## src/inc/spcs_regs.vh

```
/*
 * Constants for the port command/status register pair: byte offsets,
 * field positions, write masks, reset values and the event layout.
 * Assumes it is included by bare name from the design files of this block.
 */
`ifndef SPCS_REGS_VH
`define SPCS_REGS_VH

// ----------------------------------------------------------------------
// bus geometry
// ----------------------------------------------------------------------
`define SPCS_ADDR_W          8
`define SPCS_DATA_W          32
`define SPCS_HALF_W          16
`define SPCS_ZERO32          32'h00000000
`define SPCS_ZERO16          16'h0000

// ----------------------------------------------------------------------
// byte offsets
// ----------------------------------------------------------------------
`define SPCS_OFF_CMD_STS     8'h04
`define SPCS_OFF_INT_STS     8'h40
`define SPCS_OFF_INT_MASK    8'h44

// address decode results
`define SPCS_SEL_W           2
`define SPCS_SEL_NONE        2'h0
`define SPCS_SEL_CMD_STS     2'h1
`define SPCS_SEL_INT_STS     2'h2
`define SPCS_SEL_INT_MASK    2'h3

// ----------------------------------------------------------------------
// command half, bits 15:0 of the word
// ----------------------------------------------------------------------
`define SPCS_CMD_IO_EN       0
`define SPCS_CMD_MEM_EN      1
`define SPCS_CMD_BM_EN       2
`define SPCS_CMD_PAR_RESP    6
`define SPCS_CMD_ERR_RPT     8
`define SPCS_CMD_INT_DIS     10
`define SPCS_CMD_WMASK       16'h0547
`define SPCS_CMD_RESET       16'h0000

// ----------------------------------------------------------------------
// status half, bit positions inside the upper 16 bits
// ----------------------------------------------------------------------
`define SPCS_STS_INT_PEND    3
`define SPCS_STS_CAP_LIST    4
`define SPCS_STS_MDPE        8
`define SPCS_STS_STA         11
`define SPCS_STS_RTA         12
`define SPCS_STS_RMA         13
`define SPCS_STS_SSE         14
`define SPCS_STS_DPE         15
`define SPCS_STS_CAP_VAL     1'h1
`define SPCS_STS_PEND_VAL    1'h0

// ----------------------------------------------------------------------
// event vector: one sticky bit per status event
// ----------------------------------------------------------------------
`define SPCS_EV_N            6
`define SPCS_EV_MDPE         0
`define SPCS_EV_STA          1
`define SPCS_EV_RTA          2
`define SPCS_EV_RMA          3
`define SPCS_EV_SSE          4
`define SPCS_EV_DPE          5
// events whose status bit is write-one-to-clear: mdpe, sse, dpe
`define SPCS_EV_W1C          6'h31
`define SPCS_EV_RESET        6'h00
`define SPCS_EV_ZERO         6'h00

`endif

```

## src/hw/spcs_port_regs.v

```verilog
/*
 * Command and primary status register pair of one switch port, with the
 * gating that the command bits apply to the port's traffic, the sticky
 * status events, and an interrupt status/mask pair.
 * Assumes all request and event inputs come from port logic on mclk,
 * each event a one-cycle pulse, and a bus master that never waits.
 */
`timescale 1ns/1ps
`default_nettype none
`include "spcs_regs.vh"

module spcs_port_regs (
    input  wire                      mclk,
    input  wire                      reset,
    input  wire                      ce,
    // register port
    input  wire [`SPCS_ADDR_W-1:0]   reg_addr,
    input  wire [`SPCS_DATA_W-1:0]   reg_wdata,
    input  wire                      reg_wr,
    input  wire                      reg_rd,
    output reg  [`SPCS_DATA_W-1:0]   reg_rdata_q,
    // primary side requests aimed at this port
    input  wire                      io_req,
    input  wire                      mem_req,
    output reg                       io_accept_q,
    output reg                       io_ignore_q,
    output reg                       mem_accept_q,
    output reg                       mem_ignore_q,
    // requests from downstream heading upstream
    input  wire                      up_req,
    input  wire                      up_req_posted,
    output reg                       up_forward_q,
    output reg                       up_reject_ur_q,
    output reg                       up_cpl_ur_q,
    // own requests originated by the port toward upstream
    input  wire                      own_req,
    output reg                       own_req_go_q,
    // parity and error reporting
    input  wire                      parity_err,
    output reg                       parity_action_q,
    input  wire                      err_msg_req,
    output reg                       system_error_report_line_q,
    // legacy interrupt messages
    input  wire                      intx_own_req,
    input  wire                      intx_fwd_in,
    output reg                       intx_own_q,
    output reg                       intx_fwd_q,
    // completion events
    input  wire                      cpl_ca_sent,
    input  wire                      cpl_ca_rcvd,
    input  wire                      cpl_ur_rcvd,
    input  wire                      poisoned_rcvd,
    // interrupt
    output reg                       irq_q
);

    // ------------------------------------------------------------------
    // address decode, shared by the write and the read path
    // ------------------------------------------------------------------
    function [`SPCS_SEL_W-1:0] decode_sel;
        input [`SPCS_ADDR_W-1:0] addr;
        begin
            case (addr)
                `SPCS_OFF_CMD_STS:  decode_sel = `SPCS_SEL_CMD_STS;
                `SPCS_OFF_INT_STS:  decode_sel = `SPCS_SEL_INT_STS;
                `SPCS_OFF_INT_MASK: decode_sel = `SPCS_SEL_INT_MASK;
                default:            decode_sel = `SPCS_SEL_NONE;
            endcase
        end
    endfunction

    // ------------------------------------------------------------------
    // map the event vector onto the status half word
    // ------------------------------------------------------------------
    function [`SPCS_HALF_W-1:0] status_word;
        input [`SPCS_EV_N-1:0] ev;
        reg   [`SPCS_HALF_W-1:0] w;
        begin
            // legacy and reserved positions stay zero
            w = `SPCS_ZERO16;
            w[`SPCS_STS_INT_PEND] = `SPCS_STS_PEND_VAL;
            w[`SPCS_STS_CAP_LIST] = `SPCS_STS_CAP_VAL;
            w[`SPCS_STS_MDPE]     = ev[`SPCS_EV_MDPE];
            w[`SPCS_STS_STA]      = ev[`SPCS_EV_STA];
            w[`SPCS_STS_RTA]      = ev[`SPCS_EV_RTA];
            w[`SPCS_STS_RMA]      = ev[`SPCS_EV_RMA];
            w[`SPCS_STS_SSE]      = ev[`SPCS_EV_SSE];
            w[`SPCS_STS_DPE]      = ev[`SPCS_EV_DPE];
            status_word = w;
        end
    endfunction

    // ------------------------------------------------------------------
    // and the reverse: status half word positions to event vector
    // ------------------------------------------------------------------
    function [`SPCS_EV_N-1:0] status_to_ev;
        input [`SPCS_HALF_W-1:0] w;
        begin
            status_to_ev = `SPCS_EV_ZERO;
            status_to_ev[`SPCS_EV_MDPE] = w[`SPCS_STS_MDPE];
            status_to_ev[`SPCS_EV_STA]  = w[`SPCS_STS_STA];
            status_to_ev[`SPCS_EV_RTA]  = w[`SPCS_STS_RTA];
            status_to_ev[`SPCS_EV_RMA]  = w[`SPCS_STS_RMA];
            status_to_ev[`SPCS_EV_SSE]  = w[`SPCS_STS_SSE];
            status_to_ev[`SPCS_EV_DPE]  = w[`SPCS_STS_DPE];
        end
    endfunction

    // ------------------------------------------------------------------
    // declarations
    // ------------------------------------------------------------------
    reg  [`SPCS_HALF_W-1:0]  cmd_q;
    reg  [`SPCS_HALF_W-1:0]  cmd_d;
    reg  [`SPCS_EV_N-1:0]    int_mask_q;
    wire [`SPCS_EV_N-1:0]    sts_flag;
    wire [`SPCS_EV_N-1:0]    int_flag;
    reg  [`SPCS_EV_N-1:0]    ev_set;
    wire [`SPCS_SEL_W-1:0]   wr_sel;
    wire [`SPCS_SEL_W-1:0]   rd_sel;
    wire [`SPCS_EV_N-1:0]    sts_clr;
    wire [`SPCS_EV_N-1:0]    int_clr;
    wire                     io_en;
    wire                     mem_en;
    wire                     bm_en;
    wire                     par_en;
    wire                     err_en;
    wire                     int_dis;
    reg  [`SPCS_DATA_W-1:0]  rd_word;

    assign wr_sel = decode_sel(reg_addr);
    assign rd_sel = decode_sel(reg_addr);

    // command fields that steer the port
    assign io_en   = cmd_q[`SPCS_CMD_IO_EN];
    assign mem_en  = cmd_q[`SPCS_CMD_MEM_EN];
    assign bm_en   = cmd_q[`SPCS_CMD_BM_EN];
    assign par_en  = cmd_q[`SPCS_CMD_PAR_RESP];
    assign err_en  = cmd_q[`SPCS_CMD_ERR_RPT];
    assign int_dis = cmd_q[`SPCS_CMD_INT_DIS];

    // ------------------------------------------------------------------
    // command register
    // ------------------------------------------------------------------
    // only the six documented control bits take write data; legacy and
    // reserved bits are masked out so they never hold a one
    always @* begin
        cmd_d = cmd_q;
        if (reg_wr && (wr_sel == `SPCS_SEL_CMD_STS)) begin
            cmd_d = reg_wdata[`SPCS_HALF_W-1:0] & `SPCS_CMD_WMASK;
        end
    end

    // every control bit comes out of reset at zero
    always @(posedge mclk) begin
        if (reset) begin
            cmd_q <= `SPCS_CMD_RESET;
        end else if (ce) begin
            cmd_q <= cmd_d;
        end
    end

    // ------------------------------------------------------------------
    // status events
    // ------------------------------------------------------------------
    // mdpe and sse are qualified by the command bits that govern them; sta, rta, rma and dpe set unqualified
    always @* begin
        ev_set = `SPCS_EV_ZERO;
        ev_set[`SPCS_EV_MDPE] = parity_err & par_en;
        ev_set[`SPCS_EV_STA]  = cpl_ca_sent;
        ev_set[`SPCS_EV_RTA]  = cpl_ca_rcvd;
        ev_set[`SPCS_EV_RMA]  = cpl_ur_rcvd;
        ev_set[`SPCS_EV_SSE]  = err_msg_req & err_en;
        ev_set[`SPCS_EV_DPE]  = poisoned_rcvd;
    end

    // status clears need a written one, and only on w1c positions
    assign sts_clr = (reg_wr && (wr_sel == `SPCS_SEL_CMD_STS)) ?
                     (status_to_ev(reg_wdata[`SPCS_DATA_W-1:`SPCS_HALF_W]) & `SPCS_EV_W1C) :
                     `SPCS_EV_ZERO;

    // interrupt status is write-one-to-clear on every bit
    assign int_clr = (reg_wr && (wr_sel == `SPCS_SEL_INT_STS)) ?
                     reg_wdata[`SPCS_EV_N-1:0] : `SPCS_EV_ZERO;

    // ------------------------------------------------------------------
    // sticky flags: pci status and interrupt status per event
    // ------------------------------------------------------------------
    genvar gi;
    generate
        for (gi = 0; gi < `SPCS_EV_N; gi = gi + 1) begin : g_ev
            spcs_sticky_bit u_sts (
                .mclk   (mclk),
                .reset  (reset),
                .ce     (ce),
                .set    (ev_set[gi]),
                .clr    (sts_clr[gi]),
                .flag_q (sts_flag[gi])
            );
            spcs_sticky_bit u_int (
                .mclk   (mclk),
                .reset  (reset),
                .ce     (ce),
                .set    (ev_set[gi]),
                .clr    (int_clr[gi]),
                .flag_q (int_flag[gi])
            );
        end
    endgenerate

    // ------------------------------------------------------------------
    // interrupt mask and output
    // ------------------------------------------------------------------
    // a one in the mask lets that status bit drive the interrupt
    always @(posedge mclk) begin
        if (reset) begin
            int_mask_q <= `SPCS_EV_RESET;
        end else if (ce) begin
            if (reg_wr && (wr_sel == `SPCS_SEL_INT_MASK)) begin
                int_mask_q <= reg_wdata[`SPCS_EV_N-1:0];
            end
        end
    end

    // registered, so irq trails the flag by one cycle
    always @(posedge mclk) begin
        if (reset) begin
            irq_q <= 1'b0;
        end else if (ce) begin
            irq_q <= |(int_flag & int_mask_q);
        end
    end

    // ------------------------------------------------------------------
    // read path
    // ------------------------------------------------------------------
    // unmapped offsets read as zero; the slave never stalls
    always @* begin
        rd_word = `SPCS_ZERO32;
        case (rd_sel)
            `SPCS_SEL_CMD_STS: begin
                rd_word = {status_word(sts_flag), cmd_q};
            end
            `SPCS_SEL_INT_STS: begin
                rd_word[`SPCS_EV_N-1:0] = int_flag;
            end
            `SPCS_SEL_INT_MASK: begin
                rd_word[`SPCS_EV_N-1:0] = int_mask_q;
            end
            default: begin
                rd_word = `SPCS_ZERO32;
            end
        endcase
    end

    // read data stand only in the cycle after the strobe
    always @(posedge mclk) begin
        if (reset) begin
            reg_rdata_q <= `SPCS_ZERO32;
        end else if (ce) begin
            if (reg_rd) begin
                reg_rdata_q <= rd_word;
            end else begin
                reg_rdata_q <= `SPCS_ZERO32;
            end
        end
    end

    // ------------------------------------------------------------------
    // primary side request gating
    // ------------------------------------------------------------------
    // exactly one of accept/ignore pulses per incoming request
    always @(posedge mclk) begin
        if (reset) begin
            io_accept_q  <= 1'b0;
            io_ignore_q  <= 1'b0;
            mem_accept_q <= 1'b0;
            mem_ignore_q <= 1'b0;
        end else if (ce) begin
            io_accept_q  <= io_req & io_en;
            io_ignore_q  <= io_req & ~io_en;
            mem_accept_q <= mem_req & mem_en;
            mem_ignore_q <= mem_req & ~mem_en;
        end
    end

    // ------------------------------------------------------------------
    // upstream forwarding under bus master enable
    // ------------------------------------------------------------------
    // posted requests rejected as ur are dropped silently; only
    // non-posted ones earn a ur completion back downstream
    always @(posedge mclk) begin
        if (reset) begin
            up_forward_q   <= 1'b0;
            up_reject_ur_q <= 1'b0;
            up_cpl_ur_q    <= 1'b0;
            own_req_go_q   <= 1'b0;
        end else if (ce) begin
            up_forward_q   <= up_req & bm_en;
            up_reject_ur_q <= up_req & ~bm_en;
            up_cpl_ur_q    <= up_req & ~bm_en & ~up_req_posted;
            own_req_go_q   <= own_req & bm_en;
        end
    end

    // ------------------------------------------------------------------
    // parity action and error message reporting
    // ------------------------------------------------------------------
    // with parity response off the error is simply not acted on
    always @(posedge mclk) begin
        if (reset) begin
            parity_action_q            <= 1'b0;
            system_error_report_line_q <= 1'b0;
        end else if (ce) begin
            parity_action_q            <= parity_err & par_en;
            system_error_report_line_q <= err_msg_req & err_en;
        end
    end

    // ------------------------------------------------------------------
    // legacy interrupt messages
    // ------------------------------------------------------------------
    // forwarding ignores interrupt disable and never touches status
    always @(posedge mclk) begin
        if (reset) begin
            intx_own_q <= 1'b0;
            intx_fwd_q <= 1'b0;
        end else if (ce) begin
            intx_own_q <= intx_own_req & ~int_dis;
            intx_fwd_q <= intx_fwd_in;
        end
    end

endmodule // spcs_port_regs

`default_nettype wire

```

## src/hw/spcs_sticky_bit.v

```verilog
/*
 * One sticky flag: set by a hardware event, cleared by a request.
 * Assumes set and clear come from logic on mclk; set wins over clear.
 */
`timescale 1ns/1ps
`default_nettype none

module spcs_sticky_bit (
    input  wire mclk,
    input  wire reset,
    input  wire ce,
    input  wire set,
    input  wire clr,
    output reg  flag_q
);

    // ------------------------------------------------------------------
    // flag storage
    // ------------------------------------------------------------------
    // an event in the clear cycle must not be lost, so set is tested first
    always @(posedge mclk) begin
        if (reset) begin
            flag_q <= 1'b0;
        end else if (ce) begin
            if (set) begin
                flag_q <= 1'b1;
            end else if (clr) begin
                flag_q <= 1'b0;
            end
        end
    end

endmodule // spcs_sticky_bit

`default_nettype wire

```

## config.mk

```make
export PLATFORM = sky130hd
export DESIGN_NAME = spcs_port_regs
export DESIGN_NICKNAME = d
export VERILOG_FILES = /design/src/hw/spcs_port_regs.v /design/src/hw/spcs_sticky_bit.v
export VERILOG_INCLUDE_DIRS = /design/src /design/src/inc
export SDC_FILE = /design/constraint.sdc
export NUM_CORES = 1
export LEC_CHECK = 0
export BUFFER_PORTS_ARGS = -buffer_cell sky130_fd_sc_hd__buf_2
export CORE_ASPECT_RATIO = 1.5
export CORE_MARGIN = 10
export CORE_UTILIZATION = 30
export DETAILED_ROUTE_END_ITERATION = 6
export HOLD_SLACK_MARGIN = 0.1
export SYNTH_ARGS = -nofsm -noshare
export SYNTH_HDL_FRONTEND = slang
export SYNTH_SLANG_ARGS = --single-unit
```

## constraint.sdc

```tcl
create_clock -name mclk -period 1.7 [get_ports mclk]
set_input_delay 0.085 -clock mclk [delete_from_list [all_inputs] [get_ports mclk]]
set_output_delay 0.085 -clock mclk [all_outputs]
set_load 0.005 [all_outputs]
```

==> results of run 1 <==
report_power, final:
| part | total (mW) | internal [mW] | switching, mW |
|---|---|---|---|
| clock | 1.01 | 0.546 | 0.459 |
| sequential | 1.28 | 1.26 | 0.0130 |
| combinational | 0.252 | 0.114 | 0.138 |
| total | 2.53 | 1.92 | 0.611 |
stage by stage:
step	power, mW	std cells
4_1_cts	2.56	433
2_1_floorplan	1.44	265
6_report	2.53	433
3_5_place_dp	1.51	404
3_3_place_gp	1.51	404
5_1_grt	2.64	433
worst max path at each step:
stage                           start                    to  slack (ns)  depth (start not counted)
after floorplan                    ce         int_mask_q[3]        0.36                          6
after global placement    reg_addr[3]  g_ev[0].u_int.flag_q        0.17                          5
after detailed placement  reg_addr[3]  g_ev[0].u_int.flag_q        0.15                          5
after CTS                 reg_addr[3]  g_ev[0].u_int.flag_q        0.43                          5
after global routing      reg_addr[3]  g_ev[0].u_int.flag_q        0.31                          5
final                     reg_addr[3]  g_ev[0].u_int.flag_q        0.42                          5
repair_timing:
item / in CTS / in global routing
endpoints found under the hold margin: 29 / 0
setup buffers: 0 / 0
hold buffers: 21 / 0
flip-flops by register name (all words and copies together), names as in the netlist:
register / cells
cmd_q: 6
own_req_go_q: 1
io_ignore_q: 1
reg_rdata_q: 16
system_error_report_line_q: 1
intx_own_q: 1
up_forward_q: 1
g_ev.u_sts.flag_q: 6
parity_action_q: 1
irq_q: 1
io_accept_q: 1
g_ev.u_int.flag_q: 6
mem_accept_q: 1
int_mask_q: 6
up_cpl_ur_q: 1
intx_fwd_q: 1
up_reject_ur_q: 1
mem_ignore_q: 1
worst reg2reg max path, delay by kind of cell, from the launching register on:
family             cells  cell delay, ns
muxes                  1            0.30
DFF                    1            0.39
AOI/OAI and AO/OA      2            0.27
final cells by class:
cell class / instances / area (um^2) / area share [%]
Inverter: 4 / 15.0 / 0.491
Timing Repair Buffer: 96 / 608 / 19.9
Tap cell: 102 / 128 / 4.17
Sequential cell: 53 / 1060 / 34.7
Clock inverter: 3 / 22.5 / 0.736
Multi-Input combinational cell: 170 / 1100 / 36.0
Clock buffer: 5 / 125 / 4.09
cell families after synthesis:
logic type             synth area share (%)
multiplexers                           3.75
AND/OR/NAND/NOR                        17.5
flip-flops                             45.4
AO/OA/AOI/OAI                          23.0
other                                 0.161
buffers and inverters                  10.1
cell usage in the layout, fill, tap and decap left out:
cell            n
clkbuf_16       5
inv_1           4
o21ai_0         3
nand4_1        15
nor2_1          8
o31ai_1        12
and2_1          1
buf_4           9
nor3_2          1
a221oi_1        1
nand2b_1       15
nand2_1         5
a21o_1          1
a311oi_1        7
nand3_1         6
conb_1         16
mux2_2          6
a22o_1         10
nor4b_2         2
dlygate4sd3_1  21
nor4b_4         1
or4b_1          2
nand3b_1        4
clkinvlp_4      3
nor3b_1         1
a21oi_1        38
nor2b_1         2
o41ai_1         3
mux2i_1         2
o2111ai_1       1
and4_1          1
dfxtp_1        53
buf_2          66
a31oi_1         2
a22oi_1         4
routing by layer:
layer	vias up	global-route usage, %	share of wire, %
li1	1055	-	-
met1	979	12.9	39
met2	74	21.0	52
met3	14	3.05	5.7
met4	0	5.01	2.9
met5	-	0	0
==> impl_results.md, run 1 <==
* Status: completed
* Setup Viol. Count Final at 0
* Hold EP: g_ev[5].u_int.flag_q
* Total Routed Length at 7030 um
* Hold WC Path Type: in -> reg
* R2r worst-path depth at 3
* PnR worst setup slack at roughly 0.42 ns
* Share of the synthesized area in the top cell type at ~45%
* Clock latency on the worst-skew pair at a little under 0.3 ns
* Initial Util at 30.7%
* Rows at 39
* Relative slew slack at between 40% and 50%
* Worst slack, placed at 0.145 ns
* CP Cell Sequence: buf_2, or4b_1, buf_4, o41ai_1, a21oi_1
* Sum of negative setup slack at 0 ns
* CP Launch Type: input port
* First-pass GRT wire length at 11500 um
* Worst Path Buf+Inv at 2
* Critical R2R Launch: cmd_q[2]
* Seq/Total Area, Yosys at 45.4%
* Most frequent cells after synthesis: dfxtp_1 (53), a21oi_1 (38), buf_4 (18)
* R2r endpoint: reg_rdata_q[2]
* # fillers at 805
* Largest net degree at the start of global routing at between 40 and 50
* I/O pin count at 103
* Fmax at ~780 MHz
* Top cells by area, synth: dfxtp_1 (45%), a21oi_1 (8.1%), buf_4 (5.8%)
* Die Y at 128 um
* TritonRoute pass-1 iters at 4
* CTS H-tree lvls at 2
* Post-synthesis cell count at 250
* Final cycle utilization of the critical path at around 76%
* Antenna violations before repair at 0
* #FFs+latches synth at 53
* Clock transition at the registers of the reported paths at 0.07 ns
* Reg-to-reg slack, setup at between 0.6 and 0.7 ns
* Pwr dens at 828 nW/um^2
* First DRT Iteration DRCs at approximately 200
* Syn Area/Cell at 9.34 um^2
* Design area at just over 3000 um^2
* TritonCTS buffer count at 5
* Layout Utilization at 40.2%
* Routed len/inst at 16.2 um
* Peak supply drop at 542 uV
* CP peak stage delay at 0.52 ns
* Synth cell types at 36
* DIE AREA at 11800 um^2
* Die width at 92.1 um
* Hold Path Depth at 3
* DR vias at around 2100
* Crit path DAT at 1.45 ns
* Family with the most delay on the worst path: simple AND/OR/NAND/NOR gates
* IO buf count at 66
* Area grow syn2layout at 31.0%
* RSZ-0062 raised after global routing: no
* Global-route usage over all layers at 11.8%
* Hold Path Origin: poisoned_rcvd
* Final net count at 388
* Post-Syn Area at 2340 um^2
* CTS tree: built
* Ant diodes at 0
* Synth async-reset ratio at 0%
* Post-DP Area at 2700 um^2
* Post-route ant nets at 0
* CTS Sinks at 53
* Crit. End Element: flip-flop
* Cell at the slowest stage of the critical path: or4b_1
* Vias in the first global route at 2297
* MaxCap Viol Count at 0
* Routability cong. at 0.861
* Gr ovfl total at 0
* DP HPWL at between 5000 and 6000 um
* Synth Warn # at 0
* Kind of critical path: in -> reg
* Share of cells above drive strength 1 at between 20 and 30%
* Final Hold Fails at 0
* DRC violations left at 0
* Pins Over Slew Limit at 0
* Slew at the pin with the worst max-slew slack at approximately 0.87 ns
* CP Max Fanout at 17
* Commonest register cell after synthesis: dfxtp_1
* Worst EP required at 1.86 ns
* CTS resizes at 0
* Clk root buf: clkbuf_16
* WHS at 0.122 ns
* DR vias/cell at 4.90
* Lkg Pwr at 1.24 nW
* Largest area contributor in the netlist: dfxtp_1
* Number of flops mapped to enable cells by yosys at 0
* Final Critical Period at 1.28 ns
* Final clock skew at 0.00511 ns
* Max Buffers Root-to-Sink at 2
* CORE AREA at 7610 um^2
* Count leader, synth: dfxtp_1
Power figures use the tool's default switching activity.
==> run 2, diff against run 1 <==
- clock period: 1.7 -> 1.1 ns (I/O delays scaled with it)
==> run 2 against run 1 <==
Net effect:
- the flow now finishes with violations (setup timing)
- non-clock buffer count up 22
- worst setup slack worse by 0.48 ns
- die area is the same
- sequential cell count stayed put
- first-iteration DRC count is 0.50% lower
- utilization rose by 4.6 points
- cell area up 11%
- combinational power grew 87%
- register-to-register slack got worse by 0.57 ns
- worst hold slack lost 0.014 ns
- sequential share of layout area decreased by 3.5 points
- largest cell class unchanged
==> impl_results.md, run 2 (synthesis results as in run 1) <==
* Final net count at 413 (was 388)
* Post-DP Area at 2880 um^2 (was 2700 um^2)
* CTS tree: built (unchanged)
* Failing checks: setup timing
* Setup Viol. Count Final at 1 (was 0)
* Kind of critical path: in -> reg (unchanged)
* Initial Util at 30.7% (unchanged)
* I/O pin count at 103 (unchanged)
* Fmax at 856 MHz
* IO buf count at 66 (unchanged)
* Area grow syn2layout at 46.0% (was 31.0%)
* Post-route ant nets at 0 (unchanged)
* DR vias/cell at 5.04 (was 4.90)
* CTS Sinks at 53 (unchanged)
* Max Buffers Root-to-Sink at 2 (unchanged)
* PnR worst setup slack at -0.0682 ns (was 0.416 ns)
* Vias in the first global route at 2361 (was 2297)
* TritonCTS buffer count at 5 (unchanged)
* Worst EP required at 1.26 ns (was 1.86 ns)
* Largest register by flop count: reg_rdata_q (unchanged)
* Crit. End Element: flip-flop (unchanged)
* Total Routed Length at 7630 um (was 7030 um)
* DR vias at 2307 (was 2122)
* CP Launch Type: input port (unchanged)
* Share of cells above drive strength 1 at 37.6% (was 28.1%)
* Die Y at 128 um (unchanged)
* Peak supply drop at 575 uV (was 542 uV)
* Lkg Pwr at 1.40 nW (was 1.24 nW)
* Commonest cells after routing, fill and taps aside: buf_2 (64), dfxtp_1 (53), a21oi_1 (38), buf_4 (26), dlygate4sd3_1 (22) (was buf_2 (66), dfxtp_1 (53), a21oi_1 (38), dlygate4sd3_1 (21), conb_1 (16))
* CP peak stage delay at 0.60 ns (was 0.52 ns)
* Most common cell after layout, fill and taps aside: buf_2 (unchanged)
* DIE AREA at 11800 um^2 (unchanged)
* First-pass GRT wire length at 11600 um (was 11500 um)
* Final Critical Period at 1.17 ns
* Final Hold Fails at 0 (unchanged)
* Clock transition at the registers of the reported paths at 0.07 ns (about the same)
* CTS H-tree lvls at 2 (unchanged)
* Crit path DAT at 1.33 ns (was 1.45 ns)
* Hold EP: g_ev[4].u_sts.flag_q (was g_ev[5].u_int.flag_q)
* First DRT Iteration DRCs at 198 (was 199)
* Final cycle utilization of the critical path at 106%
* RSZ-0062 raised after global routing: yes (was no)
* Rows at 39 (unchanged)
* Critical R2R Launch: int_mask_q[4] (was cmd_q[2])
* TritonRoute pass-1 iters at 4 (unchanged)
* # fillers at 765 (was 805)
* CP Max Fanout at 5 (was 17)
* CP Cell Sequence: buf_8, or4b_4, buf_4, o31ai_1, a21oi_1 (was buf_2, or4b_1, buf_4, o41ai_1, a21oi_1)
* Hold WC Path Type: in -> reg (unchanged)
* Antenna violations before repair at 0 (unchanged)
* Final clock skew at 0.00422 ns (was 0.00511 ns)
* Status: complete, but fails checks (was completed)
* Routability cong. at 0.833 (was 0.861)
* Pwr dens at 1160 nW/um^2 (was 828 nW/um^2)
* R2r worst-path depth at 3 (unchanged)
* R2r endpoint: irq_q (was reg_rdata_q[2])
* CORE AREA at 7610 um^2 (unchanged)
* DP Cell Count at 425 (was 404)
* Family with the most delay on the worst path: simple AND/OR/NAND/NOR gates (unchanged)
* Reg-to-reg slack, setup at 0.06 ns (was 0.63 ns)
* Hold Path Depth at 3 (unchanged)
* Design area at 3410 um^2 (was 3060 um^2)
* Ant diodes at 0 (unchanged)
* Global-route usage over all layers at 11.8% (about the same)
* Clk root buf: clkbuf_16 (unchanged)
* Post-Layout Cell Count at 458 (was 433)
* Routed len/inst at 16.7 um (was 16.2 um)
* Setup Fix Bufs, Post-CTS at 0 (unchanged)
* Worst Path Buf+Inv at 2 (unchanged)
* DP HPWL at 5270 um (was 5200 um)
* Gr ovfl total at 0 (unchanged)
* Clock latency on the worst-skew pair at 0.29 ns (about the same)
* Pins Over Slew Limit at 0 (unchanged)
* Cell at the slowest stage of the critical path: or4b_4 (was or4b_1)
* DRC violations left at 0 (unchanged)
* Max reg flops at 16 (unchanged)
* Hold Path Origin: err_msg_req (was poisoned_rcvd)
* Die width at 92.1 um (unchanged)
* Largest net degree at the start of global routing at 42 (was 41)
* MaxCap Viol Count at 0 (unchanged)
-- run 2: cell types whose count changed in the layout (fill, tap and decap cells not counted), sizes merged --
cell         delta
buf            +21
dlygate4sd3     +1
or4b            +3
clkinvlp        -2
clkinv          +2
-- run 2: tightest hold or removal path, cell delays in order --
cell and delay, ns:
buf_2 0.11, nand3_1 0.09, a311oi_1 0.09
-- run 2: how the worst max path moves through the flow --
stage / startpoint / end / slack (ns) / cells past startpoint
floorplan: ce / int_mask_q[3] / -0.17 / 6
finish: reg_addr[3] / int_mask_q[1] / -0.07 / 5
CTS: reg_addr[7] / g_ev[4].u_int.flag_q / -0.03 / 4
global placement: reg_addr[7] / g_ev[4].u_int.flag_q / -0.32 / 4
detailed placement: reg_addr[7] / g_ev[4].u_int.flag_q / -0.33 / 4
global route: reg_addr[3] / int_mask_q[1] / -0.06 / 5
-- run 2: area by class of cell --
class                           count  area [um^2]  area share, %
Timing Repair Buffer              118          816           23.9
Clock buffer                        5          125           3.67
Multi-Input combinational cell    173         1250           36.6
Inverter                            4         15.0          0.440
Tap cell                          102          128           3.74
Sequential cell                    53         1060           31.1
Clock inverter                      3         17.5          0.514
-- run 2: through the flow --
stage               setup WS [ns]  total power [mW]  util, %  hold slack (ns)  setup TNS (ns)
global route              -0.0551              4.14     44.8            0.137         -0.0784
global placement           -0.318              2.37     37.8            0.252           -8.54
detailed placement         -0.331              2.37     37.8            0.266           -8.93
finish                    -0.0682              3.96     44.8            0.108         -0.0682
floorplan                  -0.173              2.24        -            0.165           -2.52
CTS                       -0.0282              3.97     42.9            0.107         -0.0919
-- run 2: metal layers --
metal / track usage [%] / routed length [um] / vias up / part of all wire [%]
met4: 6.01 / 282 / 0 / 3.7
met2: 21.8 / 4100 / 88 / 54
met3: 2.64 / 408 / 20 / 5.3
met5: 0 / 0 / - / 0
li1: - / - / 1116 / -
met1: 12.2 / 2840 / 1083 / 37
-- run 2: timing repair --
action                                  4_1_cts  5_1_grt
cloned                                        1        2
gates resized for setup                       3       27
hold endpoints to repair                     30        0
endpoints found under the setup margin       11       22
pin swaps                                     1        7
hold buffers                                 22        0
-- run 2: power by group --
part	internal, mW	switching [mW]	total (mW)
Sequential	1.95	0.0211	1.97
Combinational	0.220	0.249	0.470
Clock	0.835	0.680	1.51
Total	3.01	0.950	3.96
